[config.mk]
export PLATFORM = sky130hd
export DESIGN_NAME = lnk66_framer
export DESIGN_NICKNAME = d
export VERILOG_FILES = /design/src/lnk66_pkg.sv /design/src/lnk66_scrambler.sv /design/src/lnk66_crc12.sv /design/src/lnk66_framer.sv
export SDC_FILE = /design/constraint.sdc
export NUM_CORES = 1
export LEC_CHECK = 0
export BUFFER_PORTS_ARGS = -buffer_cell sky130_fd_sc_hd__buf_2
export CAP_MARGIN = 20
export CORE_ASPECT_RATIO = 1.1
export CORE_MARGIN = 4
export CORE_UTILIZATION = 33
export DETAILED_ROUTE_END_ITERATION = 8
export GPL_TIMING_DRIVEN = 1
export HOLD_SLACK_MARGIN = 0.12
export SYNTH_ARGS = -nofsm -noshare
export SYNTH_HDL_FRONTEND = slang
export SYNTH_SLANG_ARGS = --single-unit
[constraint.sdc]
create_clock -name clock -period 14.8 [get_ports clock]
set_input_delay 2.22 -clock clock [delete_from_list [all_inputs] [get_ports clock]]
set_output_delay 2.22 -clock clock [all_outputs]
set_load 0.02 [all_outputs]
[src/lnk66_pkg.sv]
// How it works
// - Eight octets form one 64-bit payload block
// - Scramble payload, then prepend two-bit header
// - Thirty-two blocks make one multiblock
// - Only one multiblock per extended multiblock
// - Extended multiblock holds whole frames only
// - SYSREF edge resets multiblock clock phase
// - Multiblock clock is line rate over 66x32xE
// - Header bits always complementary, 01 or 10
// - Header 10 sends 1, 01 sends 0
// - Only CRC-12 stream mode built here
// - Stream ends 00001, unique in CRC mode
// - Stream bit 22 flags extended multiblock end
// - Parity of one multiblock sent in next
// - Parity bits placed MSB first, skipping fours
// - Seven command bits always driven zero
// - Fixed ones and zeros in CRC stream
// - Parity polynomial is 0x987
// - Parity covers 2048 payload bits, starts zero
package lnk66_pkg;

    // ==========================================
    // Block layout
    localparam int unsigned OCTETS_PER_BLOCK = 8;
    localparam int unsigned PAYLOAD_BITS = 64;
    localparam int unsigned HDR_BITS = 2;
    localparam int unsigned BLOCK_BITS = 66;
    localparam logic [1:0] HDR_ONE = 2'h2;
    localparam logic [1:0] HDR_ZERO = 2'h1;

    // ==========================================
    // Multiblock and clocking
    localparam int unsigned MB_BLOCKS = 32;
    localparam int unsigned EXT_MB = 1;
    localparam int unsigned IDX_W = 5;
    localparam logic [4:0] IDX_FIRST = 5'h00;
    localparam logic [4:0] IDX_LAST = 5'h1f;
    localparam logic [4:0] XCLK_HIGH_BLOCKS = 5'h10;
    localparam int unsigned CLK_PERIOD_NS = 8;
    // One block per clock: line rate is BLOCK_BITS per period
    localparam int unsigned XCLK_PERIOD_CYCLES = MB_BLOCKS * EXT_MB;
    localparam int unsigned XCLK_PERIOD_NS = XCLK_PERIOD_CYCLES * CLK_PERIOD_NS;

    // ==========================================
    // Header stream layout
    localparam int unsigned SHS_XEND_BIT = 22;
    localparam int unsigned SHS_MEND_FIRST = 27;
    localparam logic [31:0] SHS_ONES_MASK = 32'h80a88888;
    localparam logic [31:0] SHS_CMD_MASK = 32'h07170000;
    localparam logic [31:0] SHS_ZERO_MASK = 32'h78000000;
    localparam int unsigned SHS_PAR_GROUPS = 4;
    localparam int unsigned SHS_GROUP_W = 4;
    localparam int unsigned SHS_PAR_PER_GROUP = 3;

    // ==========================================
    // Parity and scrambler
    localparam int unsigned CRC_W = 12;
    localparam logic [11:0] CRC_POLY = 12'h987;
    localparam logic [11:0] CRC_INIT = 12'h000;
    localparam int unsigned SCR_W = 58;
    localparam int unsigned SCR_TAP_A = 39;
    localparam int unsigned SCR_TAP_B = 58;
    localparam logic [57:0] SCR_INIT = 58'h0;

    typedef struct packed {
        logic [63:0] payload;
        logic [1:0] header;
    } lnk66_block_s;

    // Stream word; bit k rides in the header of block k
    function automatic logic [31:0] lnk66_stream(input logic [11:0] par, input logic xend);
        logic [31:0] w;
        w = SHS_ONES_MASK;
        for (int g = 0; g < SHS_PAR_GROUPS; g++) begin
            for (int j = 0; j < SHS_PAR_PER_GROUP; j++) begin
                w[g * SHS_GROUP_W + j] = par[CRC_W - 1 - g * SHS_PAR_PER_GROUP - j];
            end
        end
        w[SHS_XEND_BIT] = xend;
        return w;
    endfunction : lnk66_stream

endpackage : lnk66_pkg

[src/lnk66_scrambler.sv]
`timescale 1ns/1ns
module lnk66_scrambler (
    input wire logic clock,
    input wire logic sys_rst,
    input wire logic advance,
    input wire logic [63:0] data_in,
    output logic [63:0] data_out
);

    // ==========================================
    // Self-synchronous scrambler, bit 0 sent first
    logic [57:0] state_q;
    logic [57:0] state_d;

    always_comb begin
        logic [57:0] s;
        logic b;
        s = state_q;
        b = 1'b0;
        data_out = '0;
        for (int i = 0; i < lnk66_pkg::PAYLOAD_BITS; i++) begin
            b = data_in[i] ^ s[lnk66_pkg::SCR_TAP_A - 1] ^ s[lnk66_pkg::SCR_TAP_B - 1];
            data_out[i] = b;
            s = {s[56:0], b};
        end
        state_d = s;
    end

    always_ff @(posedge clock) begin
        if (sys_rst) begin
            state_q <= lnk66_pkg::SCR_INIT;
        end else if (advance) begin
            state_q <= state_d;
        end
    end

    // Zero state with zero data must stay zero
    property p_scr_zero;
        @(posedge clock) disable iff (sys_rst)
        advance && (state_q == '0) && (data_in == '0) |-> data_out == '0;
    endproperty
    a_scr_zero: assert property (p_scr_zero) else $error("scrambler leaks state");

endmodule : lnk66_scrambler

[src/lnk66_crc12.sv]
`timescale 1ns/1ns
module lnk66_crc12 (
    input wire logic clock,
    input wire logic sys_rst,
    input wire logic update,
    input wire logic start,
    input wire logic [63:0] data_in,
    output logic [11:0] result
);

    // ==========================================
    // Serial-equivalent parity over one block
    logic [11:0] crc_q;

    always_comb begin
        logic [11:0] c;
        logic fb;
        c = start ? lnk66_pkg::CRC_INIT : crc_q;
        fb = 1'b0;
        for (int i = 0; i < lnk66_pkg::PAYLOAD_BITS; i++) begin
            fb = c[lnk66_pkg::CRC_W - 1] ^ data_in[i];
            c = {c[10:0], 1'b0} ^ (fb ? lnk66_pkg::CRC_POLY : lnk66_pkg::CRC_INIT);
        end
        result = c;
    end

    always_ff @(posedge clock) begin
        if (sys_rst) begin
            crc_q <= lnk66_pkg::CRC_INIT;
        end else if (update) begin
            crc_q <= result;
        end
    end

    // Linear code: zero input from a fresh start gives zero
    property p_crc_fresh;
        @(posedge clock) disable iff (sys_rst)
        update && start && (data_in == '0) |-> result == '0;
    endproperty
    a_crc_fresh: assert property (p_crc_fresh) else $error("parity not seeded at zero");

    property p_crc_single;
        @(posedge clock) disable iff (sys_rst)
        update && start && (data_in == 64'h8000000000000000) |-> result == lnk66_pkg::CRC_POLY;
    endproperty
    a_crc_single: assert property (p_crc_single) else $error("parity polynomial wrong");

endmodule : lnk66_crc12

[src/lnk66_framer.sv]
`timescale 1ns/1ns
module lnk66_framer #(
    parameter int unsigned FRAME_OCTETS = 4,
    parameter int unsigned EXT_MB = lnk66_pkg::EXT_MB
) (
    input wire logic clock,
    input wire logic sys_rst,
    input wire logic sysref,
    input wire logic in_valid,
    input wire logic [63:0] in_data,
    output logic out_valid,
    output lnk66_pkg::lnk66_block_s out_block,
    output logic [4:0] out_index,
    output logic ext_multiblock_clock,
    output logic ext_multiblock_end
);

    // ==========================================
    // Elaboration checks
    if (EXT_MB != 1) begin : g_bad_ext
        $error("only one multiblock per extended multiblock");
    end
    if (((lnk66_pkg::MB_BLOCKS * lnk66_pkg::OCTETS_PER_BLOCK * EXT_MB) % FRAME_OCTETS) != 0)
    begin : g_bad_frame
        $error("extended multiblock must hold whole frames");
    end
    if (FRAME_OCTETS == 0) begin : g_zero_frame
        $error("frame size must be nonzero");
    end

    // ==========================================
    // State
    logic sysref_q;
    logic [4:0] idx_q;
    logic [4:0] idx_d;
    logic [11:0] par_q;
    logic out_valid_q;
    lnk66_pkg::lnk66_block_s out_block_q;
    logic [4:0] out_index_q;
    logic xclk_q;
    logic ext_end_q;

    // ==========================================
    // Decode
    wire sysref_rise = sysref & ~sysref_q;
    // Block taken with the SYSREF edge is block 0 of a fresh multiblock
    wire [4:0] idx_use = sysref_rise ? lnk66_pkg::IDX_FIRST : idx_q;
    wire mb_first = (idx_use == lnk66_pkg::IDX_FIRST);
    wire mb_last = (idx_use == lnk66_pkg::IDX_LAST);
    // Octet 0 arrives in the top byte; payload bit 0 is sent first
    wire [63:0] tx_order = {<<{in_data}};
    wire [63:0] scrambled;
    wire [11:0] crc_res;
    // Only one multiblock per extended multiblock, so every one is the last
    wire xend = 1'b1;
    wire [31:0] stream_word = lnk66_pkg::lnk66_stream(par_q, xend);
    wire stream_bit = stream_word[idx_use];
    wire [1:0] header = stream_bit ? lnk66_pkg::HDR_ONE : lnk66_pkg::HDR_ZERO;
    wire [4:0] idx_inc = mb_last ? lnk66_pkg::IDX_FIRST : 5'(idx_use + 5'h01);

    assign idx_d = in_valid ? idx_inc : idx_use;

    // ==========================================
    // Scrambler and parity
    lnk66_scrambler u_scr (
        .clock(clock),
        .sys_rst(sys_rst),
        .advance(in_valid),
        .data_in(tx_order),
        .data_out(scrambled)
    );

    // Scrambled payload only; headers never enter the parity
    lnk66_crc12 u_crc (
        .clock(clock),
        .sys_rst(sys_rst),
        .update(in_valid),
        .start(mb_first),
        .data_in(scrambled),
        .result(crc_res)
    );

    // ==========================================
    // Registers
    always_ff @(posedge clock) begin
        if (sys_rst) begin
            sysref_q <= 1'b0;
            idx_q <= lnk66_pkg::IDX_FIRST;
        end else begin
            sysref_q <= sysref;
            idx_q <= idx_d;
        end
    end

    // Partial multiblock cut by SYSREF keeps the older parity
    always_ff @(posedge clock) begin
        if (sys_rst) begin
            par_q <= lnk66_pkg::CRC_INIT;
        end else if (in_valid && mb_last) begin
            par_q <= crc_res;
        end
    end

    always_ff @(posedge clock) begin
        if (sys_rst) begin
            out_valid_q <= 1'b0;
            out_block_q <= '0;
            out_index_q <= lnk66_pkg::IDX_FIRST;
            ext_end_q <= 1'b0;
        end else begin
            out_valid_q <= in_valid;
            if (in_valid) begin
                out_block_q <= '{payload: scrambled, header: header};
                out_index_q <= idx_use;
                ext_end_q <= mb_last;
            end else begin
                ext_end_q <= 1'b0;
            end
        end
    end

    // High for the first half of each multiblock period
    always_ff @(posedge clock) begin
        if (sys_rst) begin
            xclk_q <= 1'b1;
        end else begin
            xclk_q <= (idx_d < lnk66_pkg::XCLK_HIGH_BLOCKS);
        end
    end

    assign out_valid = out_valid_q;
    assign out_block = out_block_q;
    assign out_index = out_index_q;
    assign ext_multiblock_clock = xclk_q;
    assign ext_multiblock_end = ext_end_q;

    // ==========================================
    // Assertions
    property p_hdr_compl;
        @(posedge clock) disable iff (sys_rst)
        out_valid_q |-> out_block_q.header[0] != out_block_q.header[1];
    endproperty
    a_hdr_compl: assert property (p_hdr_compl) else $error("header not complementary");

    property p_hdr_stream;
        @(posedge clock) disable iff (sys_rst)
        out_valid_q && (out_index_q != lnk66_pkg::IDX_LAST)
        |-> out_block_q.header[1] == stream_word[out_index_q];
    endproperty
    a_hdr_stream: assert property (p_hdr_stream) else $error("header disagrees with stream");

    property p_mend;
        @(posedge clock) disable iff (sys_rst)
        out_valid_q && (out_index_q >= 5'(lnk66_pkg::SHS_MEND_FIRST))
        |-> out_block_q.header[1] == (out_index_q == lnk66_pkg::IDX_LAST);
    endproperty
    a_mend: assert property (p_mend) else $error("end of multiblock pattern wrong");

    property p_xend;
        @(posedge clock) disable iff (sys_rst)
        out_valid_q && (out_index_q == 5'(lnk66_pkg::SHS_XEND_BIT))
        |-> out_block_q.header == lnk66_pkg::HDR_ONE;
    endproperty
    a_xend: assert property (p_xend) else $error("extended end flag not set");

    property p_cmd_zero;
        @(posedge clock) disable iff (sys_rst)
        out_valid_q && lnk66_pkg::SHS_CMD_MASK[out_index_q]
        |-> out_block_q.header == lnk66_pkg::HDR_ZERO;
    endproperty
    a_cmd_zero: assert property (p_cmd_zero) else $error("command bit not zero");

    property p_fixed;
        @(posedge clock) disable iff (sys_rst)
        out_valid_q && (lnk66_pkg::SHS_ONES_MASK[out_index_q] || lnk66_pkg::SHS_ZERO_MASK[out_index_q])
        |-> out_block_q.header[1] == lnk66_pkg::SHS_ONES_MASK[out_index_q];
    endproperty
    a_fixed: assert property (p_fixed) else $error("fixed stream bit wrong");

    property p_par_msb;
        @(posedge clock) disable iff (sys_rst)
        out_valid_q && (out_index_q == lnk66_pkg::IDX_FIRST)
        |-> out_block_q.header[1] == par_q[lnk66_pkg::CRC_W - 1];
    endproperty
    a_par_msb: assert property (p_par_msb) else $error("parity msb misplaced");

    property p_par_latch;
        @(posedge clock) disable iff (sys_rst)
        in_valid && mb_last |=> par_q == $past(crc_res) && ext_end_q;
    endproperty
    a_par_latch: assert property (p_par_latch) else $error("parity not carried over");

    property p_wrap;
        @(posedge clock) disable iff (sys_rst)
        in_valid && mb_last ##1 in_valid && !sysref_rise |=> out_index_q == lnk66_pkg::IDX_FIRST;
    endproperty
    a_wrap: assert property (p_wrap) else $error("multiblock does not wrap");

    property p_sysref;
        @(posedge clock) disable iff (sys_rst)
        sysref_rise && in_valid |=> out_valid_q && out_index_q == lnk66_pkg::IDX_FIRST;
    endproperty
    a_sysref: assert property (p_sysref) else $error("sysref did not realign");

    property p_xclk;
        @(posedge clock) disable iff (sys_rst)
        ext_end_q && !$past(sysref_rise) |-> xclk_q;
    endproperty
    a_xclk: assert property (p_xclk) else $error("multiblock clock phase wrong");

    property p_cv_realign;
        @(posedge clock) disable iff (sys_rst)
        sysref_rise && in_valid && !mb_first;
    endproperty
    c_realign: cover property (p_cv_realign);

    property p_cv_mb_end;
        @(posedge clock) disable iff (sys_rst)
        ext_end_q ##1 out_valid_q;
    endproperty
    c_mb_end: cover property (p_cv_mb_end);

    property p_cv_par_one;
        @(posedge clock) disable iff (sys_rst)
        out_valid_q && out_index_q == lnk66_pkg::IDX_FIRST && out_block_q.header[1];
    endproperty
    c_par_one: cover property (p_cv_par_one);

endmodule : lnk66_framer

==> results.md, run 1 <==
Run status:
- The flow ran to the end, and the final reports show no timing, DRC or antenna violations.

Timing:
- For the pin with the worst max-slew slack, the measured transition is roughly 1100 ps.
- Static timing analysis puts the maximum clock frequency at 116 MHz.
- After routing, the total negative slack on setup checks comes to 0 ps.
- The max-slew violation total from the final report is 0.
- The final critical path takes up approximately 58% of the cycle.
- The final number of setup-violating endpoints is 0.
- The final setup skew is 12.1 ps.
- Setup repair after global routing left no endpoint under its margin.
- The worst-case headroom to the max-slew limit is approximately 28%.
- The final worst-path setup slack is 6160 ps.
- The count of endpoints failing hold in the final timing report is 0.
- The time the final worst path needs with I/O delays and setup is 8640 ps.

Detailed routing:
- The total wire length is 27.8 mm.
- The routed design uses 1.35 mm of met3 wire.
- The detailed-router iteration count before antenna repair is 5.
- Summed over all nets, wire length on met2 after detailed routing comes to between 10 and 15 mm.
- The routed length on met1 is 12.8 mm.
- The via count is 6473.
- In the routed design, unresolved DRC markers number 0.
- Once detail routing completed, the nets flagged for antenna violations numbered 0.
- The via density per instance is 4.71.
- The starting DRC count in detailed routing is 441.
- Dividing the detail-routed wire length by the instance count gives 20.3 µm.
- After detailed routing, no signal wire sits above met4.

Synth:
- The mean post-synth cell area is 10.2 µm².
- Synthesis produced a netlist whose cell count is roughly 900.
- For this run, the number of Yosys warnings is 0.
- The number of synthesized register bits is 104.
- The mapped netlist covers 9110 µm².
- The share of synthesized flip-flops with an asynchronous set or reset is 0%.
- Synthesis instantiated 43 different standard cells from the library.
- The post-synthesis cell type with the largest combined area is sky130_fd_sc_hd__dfxtp_1.
- By area the synthesized netlist is led by sky130_fd_sc_hd__dfxtp_1 23%, sky130_fd_sc_hd__xnor2_1 22%, sky130_fd_sc_hd__xnor3_1 19%, sky130_fd_sc_hd__xor2_1 7.0%, sky130_fd_sc_hd__nor2_1 4.7%.
- Counting flops with a built-in enable in the synthesized netlist gives 0.
- The most used standard cell by instance count after synthesis is sky130_fd_sc_hd__xnor2_1.
- For this run, the leading register cell type out of synthesis is sky130_fd_sc_hd__dfxtp_1.
- The sequential cell area fraction in the yosys report is 22.9%.
- The number of nets handed over by synthesis was 965.
- The share of synthesized area in the top cell type comes to a little under a quarter.
- Counting instances in the post-synthesis netlist gives the leading cell types as 230 x sky130_fd_sc_hd__xnor2_1, 114 x sky130_fd_sc_hd__nor2_1, 104 x sky130_fd_sc_hd__dfxtp_1.

Global route:
- Global routing consumed, over all layers together, 18.3% of the routing resources.
- The total overflow left after global routing is 0.
- The initial antenna violation count is 0.
- Entering global routing, the biggest net connects 106 pins.
- The via count of the first global-routing pass was 6570.
- The first global-routing pass estimated 41.9 mm of wire.

Worst setup path:
- The data arrival time of the worst path is 8930 ps.
- STA puts the critical path data required time at 15090 ps.
- In this run the worst path has a maximum fanout of 11.
- The worst setup path is captured at a flip-flop.
- STA classifies the critical path startpoint as an input port.
- The critical path in this run is classified as input port to flip-flop.

Placed design:
- Port buffering added 141 buffers.
- The HPWL after detailed placement is 22.3 mm.
- Routability-driven placement finished with a final weighted congestion of 0.920.
- Timing analysis after detailed placement gives a worst setup slack of 5780 ps.

Cells and area:
- Cells with a size suffix above 1 make up approximately a fifth of the layout.
- 0 antenna diodes ended up in the layout.
- At the end of the flow, the number of nets in the layout was 1086.
- Fill cells in the final layout number 2724.
- The fraction of the core area covered by cells at the end of the flow is approximately two fifths.
- The area added between synthesis and finish is 15.2%.

Clock tree:
- The TritonCTS clock tree is built.
- The total of hold buffers inserted after clock tree synthesis is 0.
- The clock latency at the later pin of the worst-skew pair is 380 ps.
- The longest clock path from root to sink contains 2 buffers.
- Gates resized during post-CTS repair numbered 0.
- The tree built by TritonCTS fans out to between 100 and 150 sinks.
- Clock-pin slew was measured on the worst setup and hold paths at 90 ps.
- Buffers added to address setup during post-CTS repair amount to 0.
- The CTS H-tree depth is 3.
- The number of clock buffers added by TritonCTS is 9.
- The cell sitting at the root of the clock tree is a sky130_fd_sc_hd__clkbuf_16.

Die:
- The total I/O pin count is between 100 and 150.
- The floorplan step set the die width to 166 µm.
- The total area inside the core boundary comes to between 20000 and 30000 µm².
- The die covers just over 30000 µm².
- Once the floorplan was initialized, standard cells occupied approximately a third of the core.
- The vertical die dimension is 182 µm.
- The initialized floorplan defines 63 standard-cell rows.

Worst hold path:
- The type of the most critical hold path is flip-flop to flip-flop.

Job:
- The max-cap check violation count is 0.
[layout by cell type (no fill, tap or decap), drive strengths merged, types with 9 or more instances in the layout]
cell type / count
nand2: 58
xnor3: 82
and2: 14
clkbuf: 9
dfxtp: 104
xor2: 76
a21oi: 58
xnor2: 238
xor3: 18
nor2: 114
inv: 9
o21ai: 16
mux2i: 25
buf: 149
[final timing paths]
check / start / end / slack, ps / cells after the start
min reg2reg: par_q[4] / par_q[4] / 460 / 2
max reg2reg: sysref_q / u_crc.crc_q[11] / 7740 / 19
max: sysref / u_crc.crc_q[11] / 6160 / 20
min: par_q[4] / par_q[4] / 460 / 2
[worst max-delay path, stage by stage]
cell,delay [ps]
sky130_fd_sc_hd__buf_2,110
sky130_fd_sc_hd__nand2b_1,260
sky130_fd_sc_hd__nand2_1,200
sky130_fd_sc_hd__ha_1,260
sky130_fd_sc_hd__and3b_1,250
sky130_fd_sc_hd__nor2_1,390
sky130_fd_sc_hd__nand2_1,200
sky130_fd_sc_hd__xor2_2,270
sky130_fd_sc_hd__xnor3_2,530
sky130_fd_sc_hd__xnor3_1,430
sky130_fd_sc_hd__xnor3_1,340
sky130_fd_sc_hd__xor3_2,490
sky130_fd_sc_hd__xnor3_1,400
sky130_fd_sc_hd__xnor3_2,420
sky130_fd_sc_hd__xnor2_4,240
sky130_fd_sc_hd__xor3_1,490
sky130_fd_sc_hd__xnor3_1,490
sky130_fd_sc_hd__xnor3_2,500
sky130_fd_sc_hd__xor2_1,190
sky130_fd_sc_hd__a211oi_1,240
[routing by layer]
metal | vias up | track usage [%]
met3 | 26 | 3.08
met5 | - | 0
li1 | 3157 | -
met2 | 188 | 30.8
met1 | 3102 | 24.4
met4 | 0 | 4.98
[area by class of cell]
cell class	count	area, µm²	area share, %
Multi-Input combinational cell	743	6860	65.3
Sequential cell	104	2080	19.8
Timing Repair Buffer	149	766	7.30
Tap cell	357	447	4.26
Clock buffer	9	225	2.15
Clock inverter	7	93.8	0.894
Inverter	6	23.8	0.227
[through the flow]
stage	hold WS, ps	cells	area (µm²)
after floorplan	433	892	9110
after global placement	444	1359	10200
after detailed placement	447	1359	10200
after CTS	461	1375	10500
after global routing	488	1375	10500
final	458	1375	10500
[flip-flops by register name, summed over array words and instances, names as in the netlist]
signal                cells
out_block                65
u_scr.state_q             1
sysref_q                  1
out_index                 5
par_q                    12
ext_multiblock_clock      1
idx_q                     5
out_valid                 1
u_crc.crc_q              12
ext_multiblock_end        1
[cells by family after synthesis]
group / share of synthesized area (%)
AOI/OAI and AO/OA: 5.22
xor gates and xnor gates: 56.4
adders and majority gates: 0.687
buffers and inverters: 1.88
DFF: 22.9
muxes: 3.12
and+or+nand+nor: 9.81
Power of run 1 is left out: the tool's default activity adds up to more than one toggle a clock period on the data nets, which glitch-free logic cannot reach.
==> run 2: changes to the inputs <==
==> constraint.sdc (replaced) <==
create_clock -name clock -period 8.2 [get_ports clock]
set_input_delay 1.23 -clock clock [delete_from_list [all_inputs] [get_ports clock]]
set_output_delay 1.23 -clock clock [all_outputs]
set_load 0.02 [all_outputs]
==> run 2 against run 1 <==
Net effect: sequential cell count unchanged; routed wire length shrank 0.25%; global-route usage shrank 0.14 points; setup slack lost 5700 ps; register-to-register slack got worse by 6700 ps; utilization increased by 0.38 points; sequential share of layout area decreased by 0.19 points; via count is 1.6% higher; highest routed layer unchanged; count of clock-buffer cells in the layout stayed put.
==> results.md, run 2 (synthesis results as in run 1) <==
Placed design:
- The number of input and output port buffers inserted is 141.
- Timing analysis after detailed placement gives a worst setup slack of roughly 120 ps.
- The routability-driven placement congestion ratio is 0.924.
- The HPWL after detailed placement is 22.5 mm.

Detailed routing:
- The total wire length is 27.8 mm.
- The starting DRC count in detailed routing is 535.
- The residual DRC count is 0.
- Using the TritonRoute via totals, the vias-per-cell ratio works out to 4.74.
- The final antenna-violating net count is 0.
- After detailed routing, the average wire length per cell comes to approximately 20 µm.
- The detailed router placed 6579 vias in this run.
- The first TritonRoute pass finished after 4 iterations.

Timing:
- At the pin with the least slew margin, the transition time is 1100 ps.
- In the post-route analysis, the smallest setup slack over all paths is roughly 460 ps.
- The setup total negative slack is 0 ps.
- The highest achievable clock rate is 129 MHz.
- Setup violations remaining at the end of the flow were counted as 0.
- The count of endpoints failing hold in the final timing report is 0.
- The max-slew violation total from the final report is 0.
- Setup repair after global routing left no endpoint under its margin.
- The worst-case headroom to the max-slew limit is 26.5%.
- The time the final worst path needs with I/O delays and setup is 7740 ps.
- For the final database, setup skew stands at 8.63 ps.
- The part of the cycle the worst path needs is roughly 94%.

Cells and area:
- The number of antenna diodes in the final layout is 0.
- In the layout the commonest cells are 230 x sky130_fd_sc_hd__xnor2_1, 141 x sky130_fd_sc_hd__buf_2, 114 x sky130_fd_sc_hd__nor2_1, 104 x sky130_fd_sc_hd__dfxtp_1, 75 x sky130_fd_sc_hd__xnor3_1.
- The fill cell instance count of the final layout is around 2700.
- The net count reported at finish is 1099.
- The storage element area is about 2100 µm².
- The share of post-route cells with drive strength above 1 is between 10% and 20%.
- The multi-input combinational cells in the finished layout cover a total of 6860 µm².
- The leading cell type in the layout, fill and taps excluded is sky130_fd_sc_hd__xnor2_1.
- The register with the most flip-flops in the layout has 65 of them.
- Compared with the post-synthesis result, the final layout area differs by 16.3%.

Worst setup path:
- Along the worst path, the maximum fanout reaches 11.
- The slowest cell on the critical path is sky130_fd_sc_hd__xnor3_2.
- Grouping stages by cell kind, the critical path spends the most delay in XOR/XNOR gates.
- The kind of critical path is input port to flip-flop.
- The worst setup path is captured at a flip-flop.
- At the worst endpoint, the arrival time is about 8000 ps.
- STA classifies the critical path startpoint as an input port.
- The data required time at the worst endpoint is 8470 ps.
- Walking the worst path, the cells encountered are buf_2 -> nand2b_1 -> nand2_1 -> ha_1 -> and3b_1 -> nor3_1 -> xnor3_2 -> xor3_2 -> xor2_1 -> xnor2_1 -> xnor3_1 -> xor3_2 -> xnor3_1 -> xnor3_2 -> xnor2_4 -> xor3_1 -> xnor3_1 -> xnor3_2 -> xnor2_1 -> a211oi_1.
- The count of buffering cells on the critical path with inverters included is 1.
- For this run, the slowest stage of the critical path takes 500 ps.

Die:
- The die covers slightly above 30000 µm².
- The total I/O pin count is between 100 and 150.
- Measured along the x axis, the die boundary spans ~170 µm.
- The number of core rows is 63.
- In this run the standard cell core region covers 27100 µm².
- The initial core utilization is 33.6%.
- The vertical die dimension is 182 µm.

Global route:
- The initial antenna violation count is 0.
- The global-route congestion overflow total is 0.
- The largest net degree at the start of global routing is 106.
- The first global-routing pass estimated 41.8 mm of wire.
- The via count of the first global-routing pass is 6728.
- The total global routing track utilization is 18.1%.

Clock tree:
- Clock-pin slew was measured on the worst setup and hold paths at 80 ps.
- The post-cts repair resize count is 0.
- The CTS H-tree depth is 3.
- The TritonCTS clock tree is built.
- At the later pin of the worst-skew pair, clock insertion delay measures 360 ps.
- The number of clock sinks is 104.
- Buffers added to address setup during post-CTS repair amount to 0.
- The number of buffers on the longest clock path is 2.
- Buffers inserted to repair hold after CTS numbered 0.
- TritonCTS created 9 clock buffers.
- The cell sitting at the root of the clock tree is a sky130_fd_sc_hd__clkbuf_16.

Run status:
- The flow ran to the end, and the final reports show no timing, DRC or antenna violations.

Job:
- The max-cap check violation count is 0.

Worst hold path:
- The worst hold path belongs to the class flip-flop to flip-flop.
==> run 2: cell count changes in the layout (fill, tap and decap cells not counted), sizes merged <==
| cell | previous run | this run |
|---|---|---|
| buf | 149 | 162 |
| bufinv | 0 | 1 |
| inv | 9 | 8 |
==> run 2: cell type report <==
type                       count  share of cell area [%]
tap                          357                    4.21
multi-input combinational    743                    64.7
sequential                   104                    19.6
clock inverter                 7                   0.944
inverter                       6                   0.224
timing repair buffer         162                    8.15
clock buffer                   9                    2.12
==> run 2: worst min-delay path, cell delays in order, from the launching register on <==
cell	delay, ps
sky130_fd_sc_hd__dfxtp_1	310
sky130_fd_sc_hd__nand2_1	50
sky130_fd_sc_hd__a21oi_1	50
==> run 2: final timing paths <==
path	from	to	slack (ps)	depth (start not counted)
worst max register to register	sysref_q	u_crc.crc_q[7]	1090	19
worst max-delay path	sysref	u_crc.crc_q[7]	460	20
worst min register to register	par_q[4]	par_q[4]	450	2
worst min-delay path	par_q[4]	par_q[4]	450	2
==> run 2: per-stage QoR <==
stage | hold WS [ps] | std cells | instance area (µm²) | utilization (%)
5_1_grt | 475 | 1388 | 10600 | 39.1
3_5_place_dp | 445 | 1372 | 10300 | 37.9
6_report | 455 | 1388 | 10600 | 39.1
2_1_floorplan | 433 | 892 | 9110 | -
3_3_place_gp | 443 | 1372 | 10300 | 37.9
4_1_cts | 456 | 1388 | 10600 | 39.1
==> run 2: routing by layer <==
metal	wire, µm	global-route usage, %	up-vias
met5	0	0	-
met2	13000	30.1	188
met4	633	4.94	0
met3	1330	2.73	29
li1	-	-	3184
met1	12800	24.8	3178
Power of run 2 is left out for the same reason.
